### config.mk
export PLATFORM = sky130hd
export DESIGN_NAME = fxc_ctrl
export DESIGN_NICKNAME = d
export VERILOG_FILES = /design/src/common/fxc_pkg.sv /design/src/common/fxc_stream_if.sv /design/src/logic/fxc_buf.sv /design/src/logic/fxc_ctrl.sv
export SDC_FILE = /design/constraint.sdc
export NUM_CORES = 1
export LEC_CHECK = 0
export BUFFER_PORTS_ARGS = -buffer_cell sky130_fd_sc_hd__buf_2
export CAP_MARGIN = 40
export CORE_MARGIN = 2
export CORE_UTILIZATION = 28
export CTS_BUF_LIST = sky130_fd_sc_hd__clkbuf_4
export DETAILED_ROUTE_END_ITERATION = 10
export MAX_ROUTING_LAYER = met4
export PLACE_DENSITY = 0.48
export REMOVE_ABC_BUFFERS = 1
export SLEW_MARGIN = 20
export SYNTH_ARGS = -nofsm -noshare
export SYNTH_HDL_FRONTEND = slang
export SYNTH_HIERARCHICAL = 1
export SYNTH_SLANG_ARGS = --single-unit
### constraint.sdc
create_clock -name clk -period 8.66 [get_ports clk]
set_clock_uncertainty 0.2 [all_clocks]
set_input_delay 1.732 -clock clk [delete_from_list [all_inputs] [get_ports clk]]
set_output_delay 1.732 -clock clk [all_outputs]
set_load 0.005 [all_outputs]
### src/common/fxc_pkg.sv
// Shared constants, timing counts and types for the strobe FIFO pin controller
package fxc_pkg;

   ////////////////////////////////////////////////////////////////////////////
   // Widths and depths
   localparam int unsigned DATA_W      = 9;  // Word width on both pin buses
   localparam int unsigned BUF_DEPTH   = 8;  // Words held in the staging buffer
   localparam int unsigned CNT_W       = 8;  // Width of every phase counter
   localparam int unsigned SYNC_STAGES = 2;  // Flops ahead of any pin reader

   ////////////////////////////////////////////////////////////////////////////
   // Times in ns, slowest speed grade so any grade is served
   localparam int unsigned CLK_NS         = 10;
   localparam int unsigned T_STROBE_NS    = 120; // Read and write pulse width
   localparam int unsigned T_RECOVER_NS   = 20;  // Read, write, reset, rewind recovery
   localparam int unsigned T_FLAG_NS      = 60;  // Strobe edge to flag update
   localparam int unsigned T_ACCESS_NS    = 120; // Read low to data valid
   localparam int unsigned T_CLEAR_NS     = 120; // Master clear pulse width
   localparam int unsigned T_CLEAR_FLG_NS = 140; // Master clear to flags settled
   localparam int unsigned T_REWIND_NS    = 120; // Rewind pulse width

   // Least times round up to whole cycles
   function automatic int unsigned ns_to_cyc(input int unsigned ns);
      return (ns + CLK_NS - 1) / CLK_NS;
   endfunction

   // Saturating step for the pin age counters
   function automatic logic [CNT_W-1:0] sat_inc(input logic [CNT_W-1:0] v);
      return (v == '1) ? v : CNT_W'(v + 8'h01);
   endfunction

   ////////////////////////////////////////////////////////////////////////////
   // Cycle counts; waits after an edge include the synchroniser delay
   localparam logic [CNT_W-1:0] STROBE_CYC    = CNT_W'(ns_to_cyc(T_STROBE_NS));
   localparam logic [CNT_W-1:0] RD_LOW_CYC    = CNT_W'(ns_to_cyc(T_ACCESS_NS) + SYNC_STAGES);
   localparam logic [CNT_W-1:0] REC_CYC       =
      CNT_W'(ns_to_cyc((T_FLAG_NS > T_RECOVER_NS) ? T_FLAG_NS : T_RECOVER_NS) + SYNC_STAGES);
   localparam logic [CNT_W-1:0] CLEAR_CYC     = CNT_W'(ns_to_cyc(T_CLEAR_NS));
   localparam logic [CNT_W-1:0] CLEAR_REC_CYC = CNT_W'(ns_to_cyc(T_CLEAR_FLG_NS) + SYNC_STAGES);
   localparam logic [CNT_W-1:0] REWIND_CYC    = CNT_W'(ns_to_cyc(T_REWIND_NS));
   localparam logic [CNT_W-1:0] REWIND_REC_CYC = CNT_W'(ns_to_cyc(T_RECOVER_NS) + SYNC_STAGES);

   ////////////////////////////////////////////////////////////////////////////
   // Reset values
   localparam logic PIN_INACTIVE = 1'h1;  // Strobes idle high
   localparam logic CLEAR_ASSERT = 1'h0;  // Master clear held low under reset
   localparam logic SINGLE_MODE  = 1'h0;  // Chain input grounded

   typedef enum logic [3:0] {
      FXC_CLEAR, FXC_CLEAR_REC, FXC_IDLE, FXC_WR_LOW, FXC_WR_REC,
      FXC_RD_LOW, FXC_RD_REC, FXC_RT_LOW, FXC_RT_REC
   } fxc_state_e;

endpackage

### src/common/fxc_stream_if.sv
// Valid/ready word stream between the staging buffer and the pin sequencer
`timescale 1ns/1ps
`default_nettype none
interface fxc_stream_if #(parameter int unsigned W = 9);
   logic         valid;
   logic         ready;
   logic [W-1:0] data;
   modport src (output valid, output data, input ready);
   modport snk (input valid, input data, output ready);
endinterface
`default_nettype wire

### src/logic/fxc_buf.sv
// Small synchronous staging FIFO ahead of the device write port
`timescale 1ns/1ps
`default_nettype none
module fxc_buf
   import fxc_pkg::*;
#(
   parameter int unsigned WIDTH = DATA_W,
   parameter int unsigned DEPTH = BUF_DEPTH
) (
   input  wire logic             clk,      // System clock
   input  wire logic             arst_n,   // Async reset, active low
   input  wire logic [WIDTH-1:0] in_data,  // Word to store
   input  wire logic             in_valid, // Word offered
   output logic                  in_ready, // Room for a word
   fxc_stream_if.src             drain     // Drain side towards the sequencer
);
   localparam int unsigned AW = (DEPTH > 1) ? $clog2(DEPTH) : 1;
   localparam int unsigned CW = $clog2(DEPTH + 1);

   logic [WIDTH-1:0] mem [DEPTH];
   logic [AW-1:0]    wp_r, wp_nxt, rp_r, rp_nxt;
   logic [CW-1:0]    cnt_r, cnt_nxt;
   logic             push, pop;

   // Wrap works for any depth, not only powers of two
   function automatic logic [AW-1:0] ptr_inc(input logic [AW-1:0] p);
      return (p == AW'(DEPTH - 1)) ? '0 : AW'(p + 1'h1);
   endfunction

   ////////////////////////////////////////////////////////////////////////////
   // Honest flags; a full buffer stalls the source
   assign in_ready    = (cnt_r != CW'(DEPTH));
   assign push        = in_valid && in_ready;
   assign drain.valid = (cnt_r != '0);
   assign pop         = drain.valid && drain.ready;
   assign drain.data  = mem[rp_r];

   // Pointer and occupancy next values
   always_comb begin
      wp_nxt  = push ? ptr_inc(wp_r) : wp_r;
      rp_nxt  = pop ? ptr_inc(rp_r) : rp_r;
      cnt_nxt = CW'(cnt_r + CW'(push) - CW'(pop));
   end

   always_ff @(posedge clk or negedge arst_n) begin
      if (!arst_n) begin
         wp_r  <= '0;
         rp_r  <= '0;
         cnt_r <= '0;
      end else begin
         wp_r  <= wp_nxt;
         rp_r  <= rp_nxt;
         cnt_r <= cnt_nxt;
      end
   end

   // Storage has no reset; only written slots are ever read
   always_ff @(posedge clk) begin
      if (push) begin
         mem[wp_r] <= in_data;
      end
   end
endmodule
`default_nettype wire

### src/logic/fxc_ctrl.sv
// Pin sequencer driving an asynchronous strobe FIFO from user requests
`timescale 1ns/1ps
`default_nettype none
module fxc_ctrl
   import fxc_pkg::*;
(
   input  wire logic              clk,                   // 100 MHz clock
   input  wire logic              arst_n,                // Async reset, active low
   input  wire logic [DATA_W-1:0] in_data,               // User word to write
   input  wire logic              in_valid,              // User word offered
   output logic                   in_ready,              // Buffer has room
   input  wire logic              rd_req,                // Read one word per grant
   output logic [DATA_W-1:0]      out_data,              // Word read back
   output logic                   out_valid,             // One-cycle word pulse
   input  wire logic              clear_req,             // Pulse: master clear
   input  wire logic              rewind_req,            // Pulse: rewind reader
   output logic                   busy,                  // Sequencer not idle
   output logic                   dev_ready,             // First clear done
   output logic                   dev_empty,             // Device empty, synced
   output logic                   dev_full,              // Device full, synced
   output logic                   dev_half,              // Device half mark, synced
   output logic                   write_n,               // Write strobe pin
   output logic                   read_n,                // Read strobe pin
   output logic                   master_clear_n,        // Master clear pin
   output logic                   first_load_or_rewind_n, // Rewind pin
   output logic                   chain_input_n,         // Chain input pin
   output logic [DATA_W-1:0]      write_bus,             // Write data pins
   input  wire logic [DATA_W-1:0] read_bus,              // Read data pins
   input  wire logic              empty_flag_n,          // Empty flag pin
   input  wire logic              full_flag_n,           // Full flag pin
   input  wire logic              half_mark_n            // Half mark pin
);
   localparam int unsigned SW = DATA_W + 3;

   fxc_stream_if #(.W(DATA_W)) stage_if ();

   fxc_state_e          state_r, state_nxt;
   logic [CNT_W-1:0]    cnt_r, cnt_nxt;
   logic [DATA_W-1:0]   wdata_r, wdata_nxt, odata_r, odata_nxt;
   logic                ovalid_r, ovalid_nxt, prio_rd_r, prio_rd_nxt;
   logic                clr_pend_r, clr_pend_nxt, rt_pend_r, rt_pend_nxt;
   logic                done_r, done_nxt;
   logic                wr_n_r, wr_n_nxt, rd_n_r, rd_n_nxt, mc_n_r, mc_n_nxt, rt_n_r, rt_n_nxt;
   logic [SW-1:0]       sync1_r, sync2_r;
   logic [DATA_W-1:0]   rbus_s;
   logic                empty_n_s, full_n_s, half_n_s;
   logic                can_wr, can_rd, take_wr, take_clr, take_rt;

   ////////////////////////////////////////////////////////////////////////////
   // Staging buffer; its ready backs up to the user
   fxc_buf #(.WIDTH(DATA_W), .DEPTH(BUF_DEPTH)) u_buf (
      .clk      (clk),
      .arst_n   (arst_n),
      .in_data  (in_data),
      .in_valid (in_valid),
      .in_ready (in_ready),
      .drain    (stage_if.src)
   );

   ////////////////////////////////////////////////////////////////////////////
   // Two-flop synchronisers; only the second stage is read anywhere
   always_ff @(posedge clk or negedge arst_n) begin
      if (!arst_n) begin
         sync1_r <= '0;
         sync2_r <= '0;
      end else begin
         sync1_r <= {read_bus, empty_flag_n, full_flag_n, half_mark_n};
         sync2_r <= sync1_r;
      end
   end

   assign {rbus_s, empty_n_s, full_n_s, half_n_s} = sync2_r;

   ////////////////////////////////////////////////////////////////////////////
   // Arbitration; flags are trusted only after the recovery wait
   assign can_wr         = stage_if.valid && full_n_s;
   assign can_rd         = rd_req && empty_n_s;
   assign take_clr       = (state_r == FXC_IDLE) && clr_pend_r;
   assign take_rt        = (state_r == FXC_IDLE) && !clr_pend_r && rt_pend_r;
   assign take_wr        = (state_r == FXC_IDLE) && !clr_pend_r && !rt_pend_r &&
                           can_wr && (!can_rd || !prio_rd_r);
   assign stage_if.ready = take_wr;

   // Sequencer next state; pins are decoded from the next state so they leave flops
   always_comb begin
      state_nxt    = state_r;
      cnt_nxt      = CNT_W'(cnt_r - 8'h01);
      wdata_nxt    = wdata_r;
      odata_nxt    = odata_r;
      ovalid_nxt   = 1'h0;
      prio_rd_nxt  = prio_rd_r;
      done_nxt     = done_r;
      // A request in the cycle its pending bit is taken is kept
      clr_pend_nxt = (clr_pend_r && !take_clr) || clear_req;
      rt_pend_nxt  = (rt_pend_r && !take_rt) || rewind_req;
      unique case (state_r)
         FXC_CLEAR: begin
            if (cnt_r == 8'h01) begin
               state_nxt = FXC_CLEAR_REC;
               cnt_nxt   = CLEAR_REC_CYC;
            end
         end
         FXC_CLEAR_REC: begin
            if (cnt_r == 8'h01) begin
               state_nxt = FXC_IDLE;
               done_nxt  = 1'h1;
            end
         end
         FXC_IDLE: begin
            cnt_nxt = cnt_r;
            if (take_clr) begin
               state_nxt = FXC_CLEAR;
               cnt_nxt   = CLEAR_CYC;
            end else if (take_rt) begin
               state_nxt = FXC_RT_LOW;
               cnt_nxt   = REWIND_CYC;
            end else if (take_wr) begin
               state_nxt   = FXC_WR_LOW;
               cnt_nxt     = STROBE_CYC;
               wdata_nxt   = stage_if.data;
               prio_rd_nxt = 1'h1;
            end else if (can_rd) begin
               state_nxt   = FXC_RD_LOW;
               cnt_nxt     = RD_LOW_CYC;
               prio_rd_nxt = 1'h0;
            end
         end
         FXC_WR_LOW: begin
            if (cnt_r == 8'h01) begin
               state_nxt = FXC_WR_REC;
               cnt_nxt   = REC_CYC;
            end
         end
         FXC_RD_LOW: begin
            if (cnt_r == 8'h01) begin
               state_nxt  = FXC_RD_REC;
               cnt_nxt    = REC_CYC;
               odata_nxt  = rbus_s; // Access time plus sync delay has passed
               ovalid_nxt = 1'h1;
            end
         end
         FXC_RT_LOW: begin
            if (cnt_r == 8'h01) begin
               state_nxt = FXC_RT_REC;
               cnt_nxt   = REWIND_REC_CYC;
            end
         end
         FXC_WR_REC, FXC_RD_REC, FXC_RT_REC: begin
            if (cnt_r == 8'h01) begin
               state_nxt = FXC_IDLE;
            end
         end
      endcase
      // Strobes idle high through clear and rewind
      wr_n_nxt = (state_nxt != FXC_WR_LOW);
      rd_n_nxt = (state_nxt != FXC_RD_LOW);
      mc_n_nxt = (state_nxt != FXC_CLEAR);
      rt_n_nxt = (state_nxt != FXC_RT_LOW);
   end

   always_ff @(posedge clk or negedge arst_n) begin
      if (!arst_n) begin
         state_r    <= FXC_CLEAR;
         cnt_r      <= CLEAR_CYC;
         wdata_r    <= '0;
         odata_r    <= '0;
         ovalid_r   <= 1'h0;
         prio_rd_r  <= 1'h0;
         clr_pend_r <= 1'h0;
         rt_pend_r  <= 1'h0;
         done_r     <= 1'h0;
         wr_n_r     <= PIN_INACTIVE;
         rd_n_r     <= PIN_INACTIVE;
         mc_n_r     <= CLEAR_ASSERT;
         rt_n_r     <= PIN_INACTIVE;
      end else begin
         state_r    <= state_nxt;
         cnt_r      <= cnt_nxt;
         wdata_r    <= wdata_nxt;
         odata_r    <= odata_nxt;
         ovalid_r   <= ovalid_nxt;
         prio_rd_r  <= prio_rd_nxt;
         clr_pend_r <= clr_pend_nxt;
         rt_pend_r  <= rt_pend_nxt;
         done_r     <= done_nxt;
         wr_n_r     <= wr_n_nxt;
         rd_n_r     <= rd_n_nxt;
         mc_n_r     <= mc_n_nxt;
         rt_n_r     <= rt_n_nxt;
      end
   end

   ////////////////////////////////////////////////////////////////////////////
   // Outputs
   assign write_n                = wr_n_r;
   assign read_n                 = rd_n_r;
   assign master_clear_n         = mc_n_r;
   assign first_load_or_rewind_n = rt_n_r;
   assign chain_input_n          = SINGLE_MODE; // Single device only, so rewind is usable
   assign write_bus              = wdata_r;
   assign out_data               = odata_r;
   assign out_valid              = ovalid_r;
   assign busy                   = (state_r != FXC_IDLE);
   assign dev_ready              = done_r;
   assign dev_empty              = !empty_n_s;
   assign dev_full               = !full_n_s;
   assign dev_half               = !half_n_s;

   ////////////////////////////////////////////////////////////////////////////
   // Pin age counters, read only by the checks below
   logic [CNT_W-1:0] wr_age_r, wr_age_nxt, rd_age_r, rd_age_nxt, rt_age_r, rt_age_nxt;

   always_comb begin
      wr_age_nxt = (wr_n_nxt != wr_n_r) ? 8'h01 : sat_inc(wr_age_r);
      rd_age_nxt = (rd_n_nxt != rd_n_r) ? 8'h01 : sat_inc(rd_age_r);
      rt_age_nxt = (rt_n_nxt != rt_n_r) ? 8'h01 : sat_inc(rt_age_r);
   end

   always_ff @(posedge clk or negedge arst_n) begin
      if (!arst_n) begin
         wr_age_r <= 8'h01;
         rd_age_r <= 8'h01;
         rt_age_r <= 8'h01;
      end else begin
         wr_age_r <= wr_age_nxt;
         rd_age_r <= rd_age_nxt;
         rt_age_r <= rt_age_nxt;
      end
   end
endmodule
`default_nettype wire

==> results of run 1 <==
-- flip-flops by register name (all words and copies together), names as in the netlist, 3 cells and up --
register,flops
cnt_r,8
out_data,9
state_r,4
sync1_r,12
sync2_r,12
u_buf/cnt_r,4
u_buf/mem,72
u_buf/rp_r,3
u_buf/wp_r,3
write_bus,9
-- worst register-to-register path, cell delays in order (launching register included) --
cell,delay (ns)
dfrtp_1,0.57
or4b_4,0.61
or2_4,0.27
nor2_1,0.13
nand2_1,0.38
inv_1,0.14
nand2_1,0.12
inv_1,0.07
ha_1,0.13
inv_1,0.06
ha_1,0.27
a21o_1,0.15
a21oi_1,0.17
xor2_1,0.15
-- worst max path at each step --
stage	start	end
6_report	state_r[0]$_DFF_PN0_	busy
5_1_grt	state_r[1]$_DFF_PN0_	busy
4_1_cts	state_r[0]$_DFF_PN0_	busy
3_5_place_dp	rd_req	u_buf/cnt_r[2]$_DFF_PN0_
3_3_place_gp	rd_req	u_buf/cnt_r[2]$_DFF_PN0_
2_1_floorplan	rd_req	u_buf/cnt_r[2]$_DFF_PN0_
-- metrics by stage --
stage | hold WS, ns | area, µm² | util [%] | total power [mW] | setup slack (ns)
after floorplan | 0.131 | 5870 | - | 0.946 | 4.82
after global placement | 0.134 | 6530 | 31.1 | 1.01 | 4.37
after detailed placement | 0.137 | 6660 | 31.8 | 1.04 | 4.29
after CTS | 0.165 | 6880 | 32.8 | 1.40 | 4.82
after global routing | 0.182 | 6880 | 32.8 | 1.47 | 4.73
final | 0.162 | 6880 | 32.8 | 1.38 | 4.87
-- power by group through the flow --
stage | combinational, mW | clock (mW) | sequential (mW)
floorplan | 0.110 | 0 | 0.836
global placement | 0.164 | 0 | 0.848
CTS | 0.187 | 0.381 | 0.836
global route | 0.209 | 0.415 | 0.844
finish | 0.181 | 0.360 | 0.835
detailed placement | 0.186 | 0 | 0.851
-- cell families after synthesis --
kind of cell / count (synthesis)
buffers and inverters: 29
other: 1
multiplexers: 55
AO/OA/AOI/OAI: 42
flip-flops: 145
adder cells (fa/ha/maj): 13
XOR/XNOR: 4
AND/OR/NAND/NOR: 72
-- layout by cell type, fill, tap and decap left out, types with 9 or more instances in the layout --
| master | Yosys | layout |
|---|---|---|
| mux4_1 | 17 | 17 |
| mux2_4 | 11 | 11 |
| mux2_2 | 23 | 23 |
| nor2_1 | 14 | 14 |
| dfrtp_1 | 68 | 68 |
| o21ai_0 | 9 | 9 |
| clkbuf_4 | 0 | 21 |
| inv_1 | 15 | 15 |
| ha_1 | 12 | 12 |
| nand2_1 | 14 | 14 |
| buf_2 | 2 | 54 |
| edfxtp_1 | 72 | 72 |
-- metal layers --
layer	share of wire [%]	wire length [µm]	global-route usage, %	up-vias
li1	-	-	-	1515
met1	46	5240	14.0	1625
met2	48	5530	17.2	79
met3	4.9	566	3.99	13
met4	1.3	148	3.40	0
met5	0	0	-	-
-- final cells by class --
| cell class | instances | area, µm² | area share (%) |
|---|---|---|---|
| Sequential cell | 145 | 4000 | 58.1 |
| Multi-Input combinational cell | 187 | 1850 | 26.9 |
| Timing Repair Buffer | 66 | 408 | 5.93 |
| Tap cell | 275 | 344 | 5.00 |
| Clock buffer | 21 | 158 | 2.29 |
| Clock inverter | 10 | 63.8 | 0.927 |
| Inverter | 15 | 56.3 | 0.818 |
| Antenna cell | 2 | 5.00 | 0.0727 |
==> results list, run 1 <==
* Combinational family with the most area after synthesis: multiplexers
* Part of the Yosys area used for sequential elements: about two thirds
- Count of flip-flops with a built-in enable after synthesis: 72
- Initial antenna violation count: 2
- In the post-synthesis netlist, the cell with the most instances is edfxtp_1.
- For this run, the number of Yosys warnings is 6.
* Final Critical Period: around 3.8 ns
- The via count of the first global-routing pass came to around 3300.
- Number of nets in the layout: 472
* Synthesized cell area: ~6000 µm²
- Die Footprint: around 22000 µm²
* Xor-xnor portion of the synthesized cell area: 0.587%
- Internal power comes to about 1.0 mW.
- For this configuration, the core starts out at a cell density of 28.5%.
- Slowest stage cell on the critical path: or4b_4
- The critical path crosses 2 cells after its start point.
* Boundary pin count: 57
- Cells on worst reg2reg path: 13
* Worst-Skew Late Latency: 0.54 ns
- Buffers inserted to repair hold after CTS numbered 0.
- Counting the fill cells in the layout gives 2086.
* Clk Tree Root Cell: clkbuf_4
- Endpoint kind of the worst setup timing path: output pin
- Unrepaired setup endpoints after global routing: false
- Postcts setup bufs: 0
- The commonest cells after synthesis are edfxtp_1, dfrtp_1, mux2_2, mux4_1, inv_1.
- Number of gates resized after CTS: 0
- Worst setup path category: reg -> out
- Endpoint of the lowest-slack register-to-register path: u_buf/cnt_r[3]$_DFF_PN0_
* Total gr overflow: 0
- Power density cells: 200 nW/µm²
- Reg-to-Reg Start: state_r[0]$_DFF_PN0_
* Switching power: around 0.37 mW
- Of all cell types, the one taking the most synthesized area is edfxtp_1.
- # DRC: 0
- In this design, the largest share of critical-path delay is due to simple AND/OR/NAND/NOR gates.
* Total number of placement rows: between 50 and 60
- Vias post-DR: ~3200
- Counting flops and latches in the post-synthesis netlist gives 145.
- In this run the mean area of a mapped cell was ~17 µm².
* Kind of path behind the tightest hold check: reg -> reg
* Compound-cell area share of the yosys netlist: between 4 and 5%
- Fin. max-slew vios: 0
- The detailed router finished its first iteration with 152 violations.
- Pre-antenna DRT Iters: 6
- Synthesis handed over a netlist of around 360 instances.
* Clock buffers created by TritonCTS: 17
- Of the post-synthesis cell area, the part taken by muxes is approximately 15%.
* Routed Antenna Nets: 0
* Number of distinct library cell variants in the gate-level netlist after synthesis: 58
- # setup viols final: 0
- In the post-synthesis netlist, the biggest area contributors are edfxtp_1, dfrtp_1, mux4_1, mux2_2, mux2_4.
* Non-filler cells, final: around 720
- Clk sinks: approximately 150
* Combinational share of power: between 10% and 20%
- Start point of the worst min-delay path: sync1_r[2]$_DFF_PN0_
- After synthesis, the share of flip-flops with an asynchronous set or reset is about half.
- Timing would allow up to ~260 MHz.
* Fraction of final layout cells sized beyond drive strength 1: around 34%
* Fraction of synthesized cell area taken by the top area cell type: between 30% and 40%
- Leakage: about 2.8 nW
- The first global-routing pass estimated 18.2 mm of wire.
- Relative slew margins: just under 60%
- The final number of hold-violating endpoints is 0.
* Largest net degree at the start of global routing: 42
- From bottom edge to top edge, the die measures approximately 150 µm.
* Worst-case hold path end point: sync2_r[2]$_DFF_PN0_
* Clock transition at the registers of the reported paths: approximately 0.11 ns
- Maximum clock path buffer count: 2
- The H-tree was split into 4 levels.
- Transition time of the tightest slew-check pin: 0.619 ns
- The flow ran to the end, and the final reports show no timing, DRC or antenna violations.
- Setup total negative slack on the finished layout was measured at 0 ns.
* Cell-by-cell listing of the critical path: or4b_4 > buf_2
- Dividing the final minimum period by the clock period gives 43.7%.
- STA puts the critical path data required time at approximately 6.7 ns.
- Share of synthesized cell area in and, or, nand and nor gates: 6.84%
- The worst setup path is launched from a flip-flop.
- Of all nets on the critical path, the largest fanout is 17.
- Summed over all layers, the routed wires come to 11.5 mm.
- DIE WIDTH: roughly 150 µm
- Across the VDD grid, the largest voltage drop is ~93 µV.
- Switching share of power: about 27%
- Max-capacitance violation count: 0
* Worst stage delay on the critical path: ~0.61 ns
* Core area: around 21000 µm²
- In the final routed layout, each cell accounts on average for ~16 µm.
- The synthesized netlist devotes under 10% of its cell area to adder and majority cells.
- The clock network burns between 20% and 30% of the power.
- The area growth from synthesis to layout is 15.4%.
* GPL Wtd Cong: 0.800
- Number of input and output port buffers inserted: 55
- Setup slack on the worst reg-to-reg path comes out at ~5.2 ns.
* Instance count after placement with tap cells included: 688
* Via/cell ratio: about 4.5
* Global-route usage over all layers: 11.2%
* Clock tree from TritonCTS: built
- Counting both buffers and inverters, the worst setup path holds a total of 1.
* Worst hold path cell count: 0
- Data arrival, critical path: roughly 1.9 ns
- Among all flip-flop cells after synthesis, the most frequent one is edfxtp_1.
- Per report_power, the sequential group accounts for 60.7% of the total.
* Detailed-placement wirelength estimate: about 8 mm
Note: power is estimated with default switching activity, not from simulation.
==> inputs of run 2 (changes only) <==
- ABC_AREA: not set -> 1
- PLACE_DENSITY: 0.48 -> 0.49
- clock period: 8.66 -> 3.4 ns (I/O delays scaled with it)
==> results list, run 2 <==
- The via count of the first global-routing pass is 4268 (+30%).
- TritonCTS built the clock tree.
- Library cell occupying the most area in the post-synthesis netlist: edfxtp_1
- Fraction of synthesized cell area taken by the top area cell type: 33.6% (-2.7 points)
- The mean area per synthesized cell is 9.52 µm² (-42%).
- In the final layout, the registers with the most flip-flops are u_buf/mem x72, sync1_r x12, sync2_r x12.
- Combinational share of power: 14.2% (+1.0 points)
- The number of port buffers is 55 (unchanged).
* Adder-cell share of the synthesized area: 2.64% (-0.21 points)
- Fraction of final layout cells sized beyond drive strength 1: 16.9% (-17 points)
- Global-route usage over all layers: 12.5% (+1.3 points)
- The overall routed net length is 13.7 mm (+19%).
* DIE WIDTH: 156 µm (+3.8%)
* Combinational family with the most area after synthesis: simple AND/OR/NAND/NOR gates
* Synth top area cells: edfxtp_1, dfrtp_1, nand2_1, inv_1, nand3_1
* Vertical die dimension: 156 µm (+3.8%)
* Share of synthesized cell area in and, or, nand and nor gates: 23.1% (+16 points)
- Top fanout value on the critical path: 5 (-12)
* Post-route standard cell area excluding fillers: 7440 µm² (+8.1%)
* Kind of path behind the tightest hold check: reg -> reg
- Leakage: 3.72 nW (+34%)
- Portion of total power attributed to the clock network: 27.7% (+1.6 points)
- The number of I/O pins was 57 (unchanged).
* Commonest cells after routing, fill and taps aside: nand2_1, inv_1, edfxtp_1, dfrtp_1, nand3_1
* Area overhead of the layout relative to synthesis: 15.6%
- The wire length of the first global-routing pass was 22.5 mm (+23%).
- The effective utilization at floorplan is 28.5% (+0.051 points).
- Switching power: 1.07 mW (+190%)
- The count of different cell masters after synthesis is 31 (-47%).
- Average wire length per cell after detail routing: 12.9 µm (-19%)
- Xor-xnor portion of the synthesized cell area: 0.544% (-0.043 points)
- The power per cell area was 483 nW/µm² (+140%).
* Transition time of the tightest slew-check pin: 0.699 ns (+0.0797 ns)
* Most flop-heavy register: u_buf/mem
- Number of nets in the layout: 803 (+70%)
- Data arrival, critical path: 3.10 ns (+1.24 ns)
- Final Critical Period: 2.86 ns
- Placement Cell Area: 7060 µm² (+6.0%)
- The HPWL after detailed placement was 8.93 mm (+12%).
- Part of the Yosys area used for sequential elements: 62.1% (-4.9 points)
- Clock buffers created by TritonCTS: 17 (unchanged)
- Total gr overflow: 0 (unchanged)
- Endpoint kind of the worst setup timing path: flip-flop
- The maximum ir drop on the vdd rail is 171 µV (+84%).
- # DRC: 0 (unchanged)
- Count of flip-flops with a built-in enable after synthesis: 72 (unchanged)
- FF+latch count, synth: 145 (unchanged)
* Postcts setup bufs: 0 (unchanged)
* Violation count after the first detailed-route iteration: 219 (+44%)
* Total number of placement rows: 55 (+3.8%)
- The flip-flop count of the largest register, all copies and words added was 72 (unchanged).
* Run status: finished clean
* Commonest cells in the netlist: nand2_1, inv_1, edfxtp_1, dfrtp_1, nand3_1
* Worst-Skew Late Latency: 0.55 ns (about the same)
- Synth Flop Type: edfxtp_1
- Maximum clock path buffer count: 2 (unchanged)
- The cell count after synthesis was 676 (+87%).
- The routability congestion estimate was 0.796 (-0.45%).
- Setup repair after global routing left no endpoint under its margin.
* Total count of hold-check failures in the final report: 0 (unchanged)
- The sequential fraction of design power is 58.1% (-2.6 points).
- Static timing analysis puts the maximum clock frequency at 350 MHz.
- Final Power: 3.60 mW (+160%)
- Core area: 22600 µm² (+7.7%)
- Most common cell after layout, fill and taps aside: nand2_1
- Largest net degree at the start of global routing: 43 (+2.4%)
- The die footprint came to 24200 µm² (+7.7%).
- The number of synthesis warnings came to 6 (unchanged).
* Final total negative setup slack: 0 ns (unchanged)
- The max-cap check violation count is 0 (unchanged).
- Clk Tree Root Cell: clkbuf_4
* Synthesized cell area: 6440 µm² (+7.9%)
- The post-detailed-route via-to-cell ratio was 4.15 (-7.5%).
* Fraction of synthesized area in multiplexers: 0% (-15 points)
* # H-tree levels: 4 (unchanged)
* Switching share of power: 29.7% (+2.7 points)
* Number of gates resized after CTS: 0 (unchanged)
- Compound-cell area share of the yosys netlist: 2.29% (-2.3 points)
- The number of failing setup endpoints in the final timing report is 0 (unchanged).
- The max-slew violation total from the final report was 0 (unchanged).
- The clock input transition at the sequential cells of the worst setup and hold paths came to 0.13 ns (+0.02 ns).
- Async set or reset register ratio after synthesis: 50.3% (unchanged)
* Vias post-DR: 4403 (+36%)
- In the finished design, the share of the clock period the worst path needs comes to ~84%.
- The final core area utilization came to 33.0% (+0.12 points).
- The length of the first detailed-routing pass in iterations came to 4 (-2).
* Worst setup path category: reg -> reg
- Cell internal power dissipation: 2.53 mW (+150%)
- The worst-case headroom to the max-slew limit is 53.3% (-5.4 points).
- The number of routed nets with antenna violations came to 0 (unchanged).
- Worst Path Required: 3.65 ns (-3.08 ns)
- Most numerous cell in the Yosys netlist: nand2_1
* Critical Path Start Type: flip-flop
- Initial antenna violation count: 1 (-1)
* Clk sinks: 145 (unchanged)
-- run 2: cell families after synthesis --
kind of cell | count (synthesis)
simple gates | 351
flops | 145
buf+inv | 137
compound gates | 25
fa+ha+maj | 13
xor+xnor | 4
other cells | 1
-- run 2: final cells by class --
| cell class | instances | area (µm²) |
|---|---|---|
| fillers | 2327 | 15100 |
| well taps | 285 | 357 |
| clock inverters | 15 | 123 |
| repair buffers | 84 | 541 |
| multi-input cells | 394 | 1840 |
| inverters | 121 | 454 |
| flip-flops and latches | 145 | 4000 |
| diodes | 1 | 2.50 |
| clock buffers | 17 | 128 |
-- run 2: worst paths after layout --
kind                                          startpoint                       end  slack (ns)  depth (start not counted)
min in group asynchronous                         arst_n   out_data[4]$_DFFE_PN0P_        0.44                          2
worst max register to register  u_buf/cnt_r[2]$_DFF_PN0_  u_buf/cnt_r[2]$_DFF_PN0_        0.54                         16
worst min-delay path                sync1_r[2]$_DFF_PN0_      sync2_r[2]$_DFF_PN0_        0.15                          0
worst max-delay path            u_buf/cnt_r[2]$_DFF_PN0_  u_buf/cnt_r[2]$_DFF_PN0_        0.54                         16
max in group asynchronous                         arst_n      cnt_r[2]$_DFFE_PN1P_        1.91                          3
worst min register to register      sync1_r[2]$_DFF_PN0_      sync2_r[2]$_DFF_PN0_        0.15                          0
-- run 2: power groups by stage --
stage	Clock, mW	Combinational (mW)	Sequential (mW)
floorplan	0	0.318	2.12
global placement	0	0.498	2.13
detailed placement	0	0.507	2.13
CTS	1.06	0.521	2.09
global route	1.12	0.603	2.11
finish	0.996	0.509	2.09
-- run 2: metal layers --
metal  part of all wire [%]  vias to the layer above  track usage (%)  wire (µm)
li1                       -                     2289                -          -
met1                     46                     2046             15.8       6340
met2                     49                       53             19.7       6730
met3                    2.8                       15             2.67        388
met4                    1.8                        0             4.76        250
met5                      0                        -                -          0
-- run 2: per-stage QoR --
step	cells	setup WS (ns)	hold WS [ns]
floorplan	660	0.411	0.131
global placement	1015	0.552	0.131
detailed placement	1016	0.538	0.135
CTS	1061	0.521	0.0805
global route	1062	0.286	0.0821
finish	1062	0.545	0.146
-- run 2: what timing repair did --
item                       in CTS  in global routing
hold buffers                   13                  0
setup endpoints to repair       0                  0
hold endpoints to repair       51                  0
-- run 2: critical path, stage by stage, from the launching register on --
cell	delay, ns
dfrtp_1	0.38
inv_1	0.10
ha_1	0.17
nand3_1	0.11
nand2_1	0.09
inv_1	0.05
nand2_1	0.16
inv_1	0.08
nand2_1	0.10
clkinv_1	0.09
nand2_1	0.13
inv_1	0.09
ha_1	0.27
inv_1	0.04
ha_1	0.19
fa_1	0.38
xor2_1	0.15
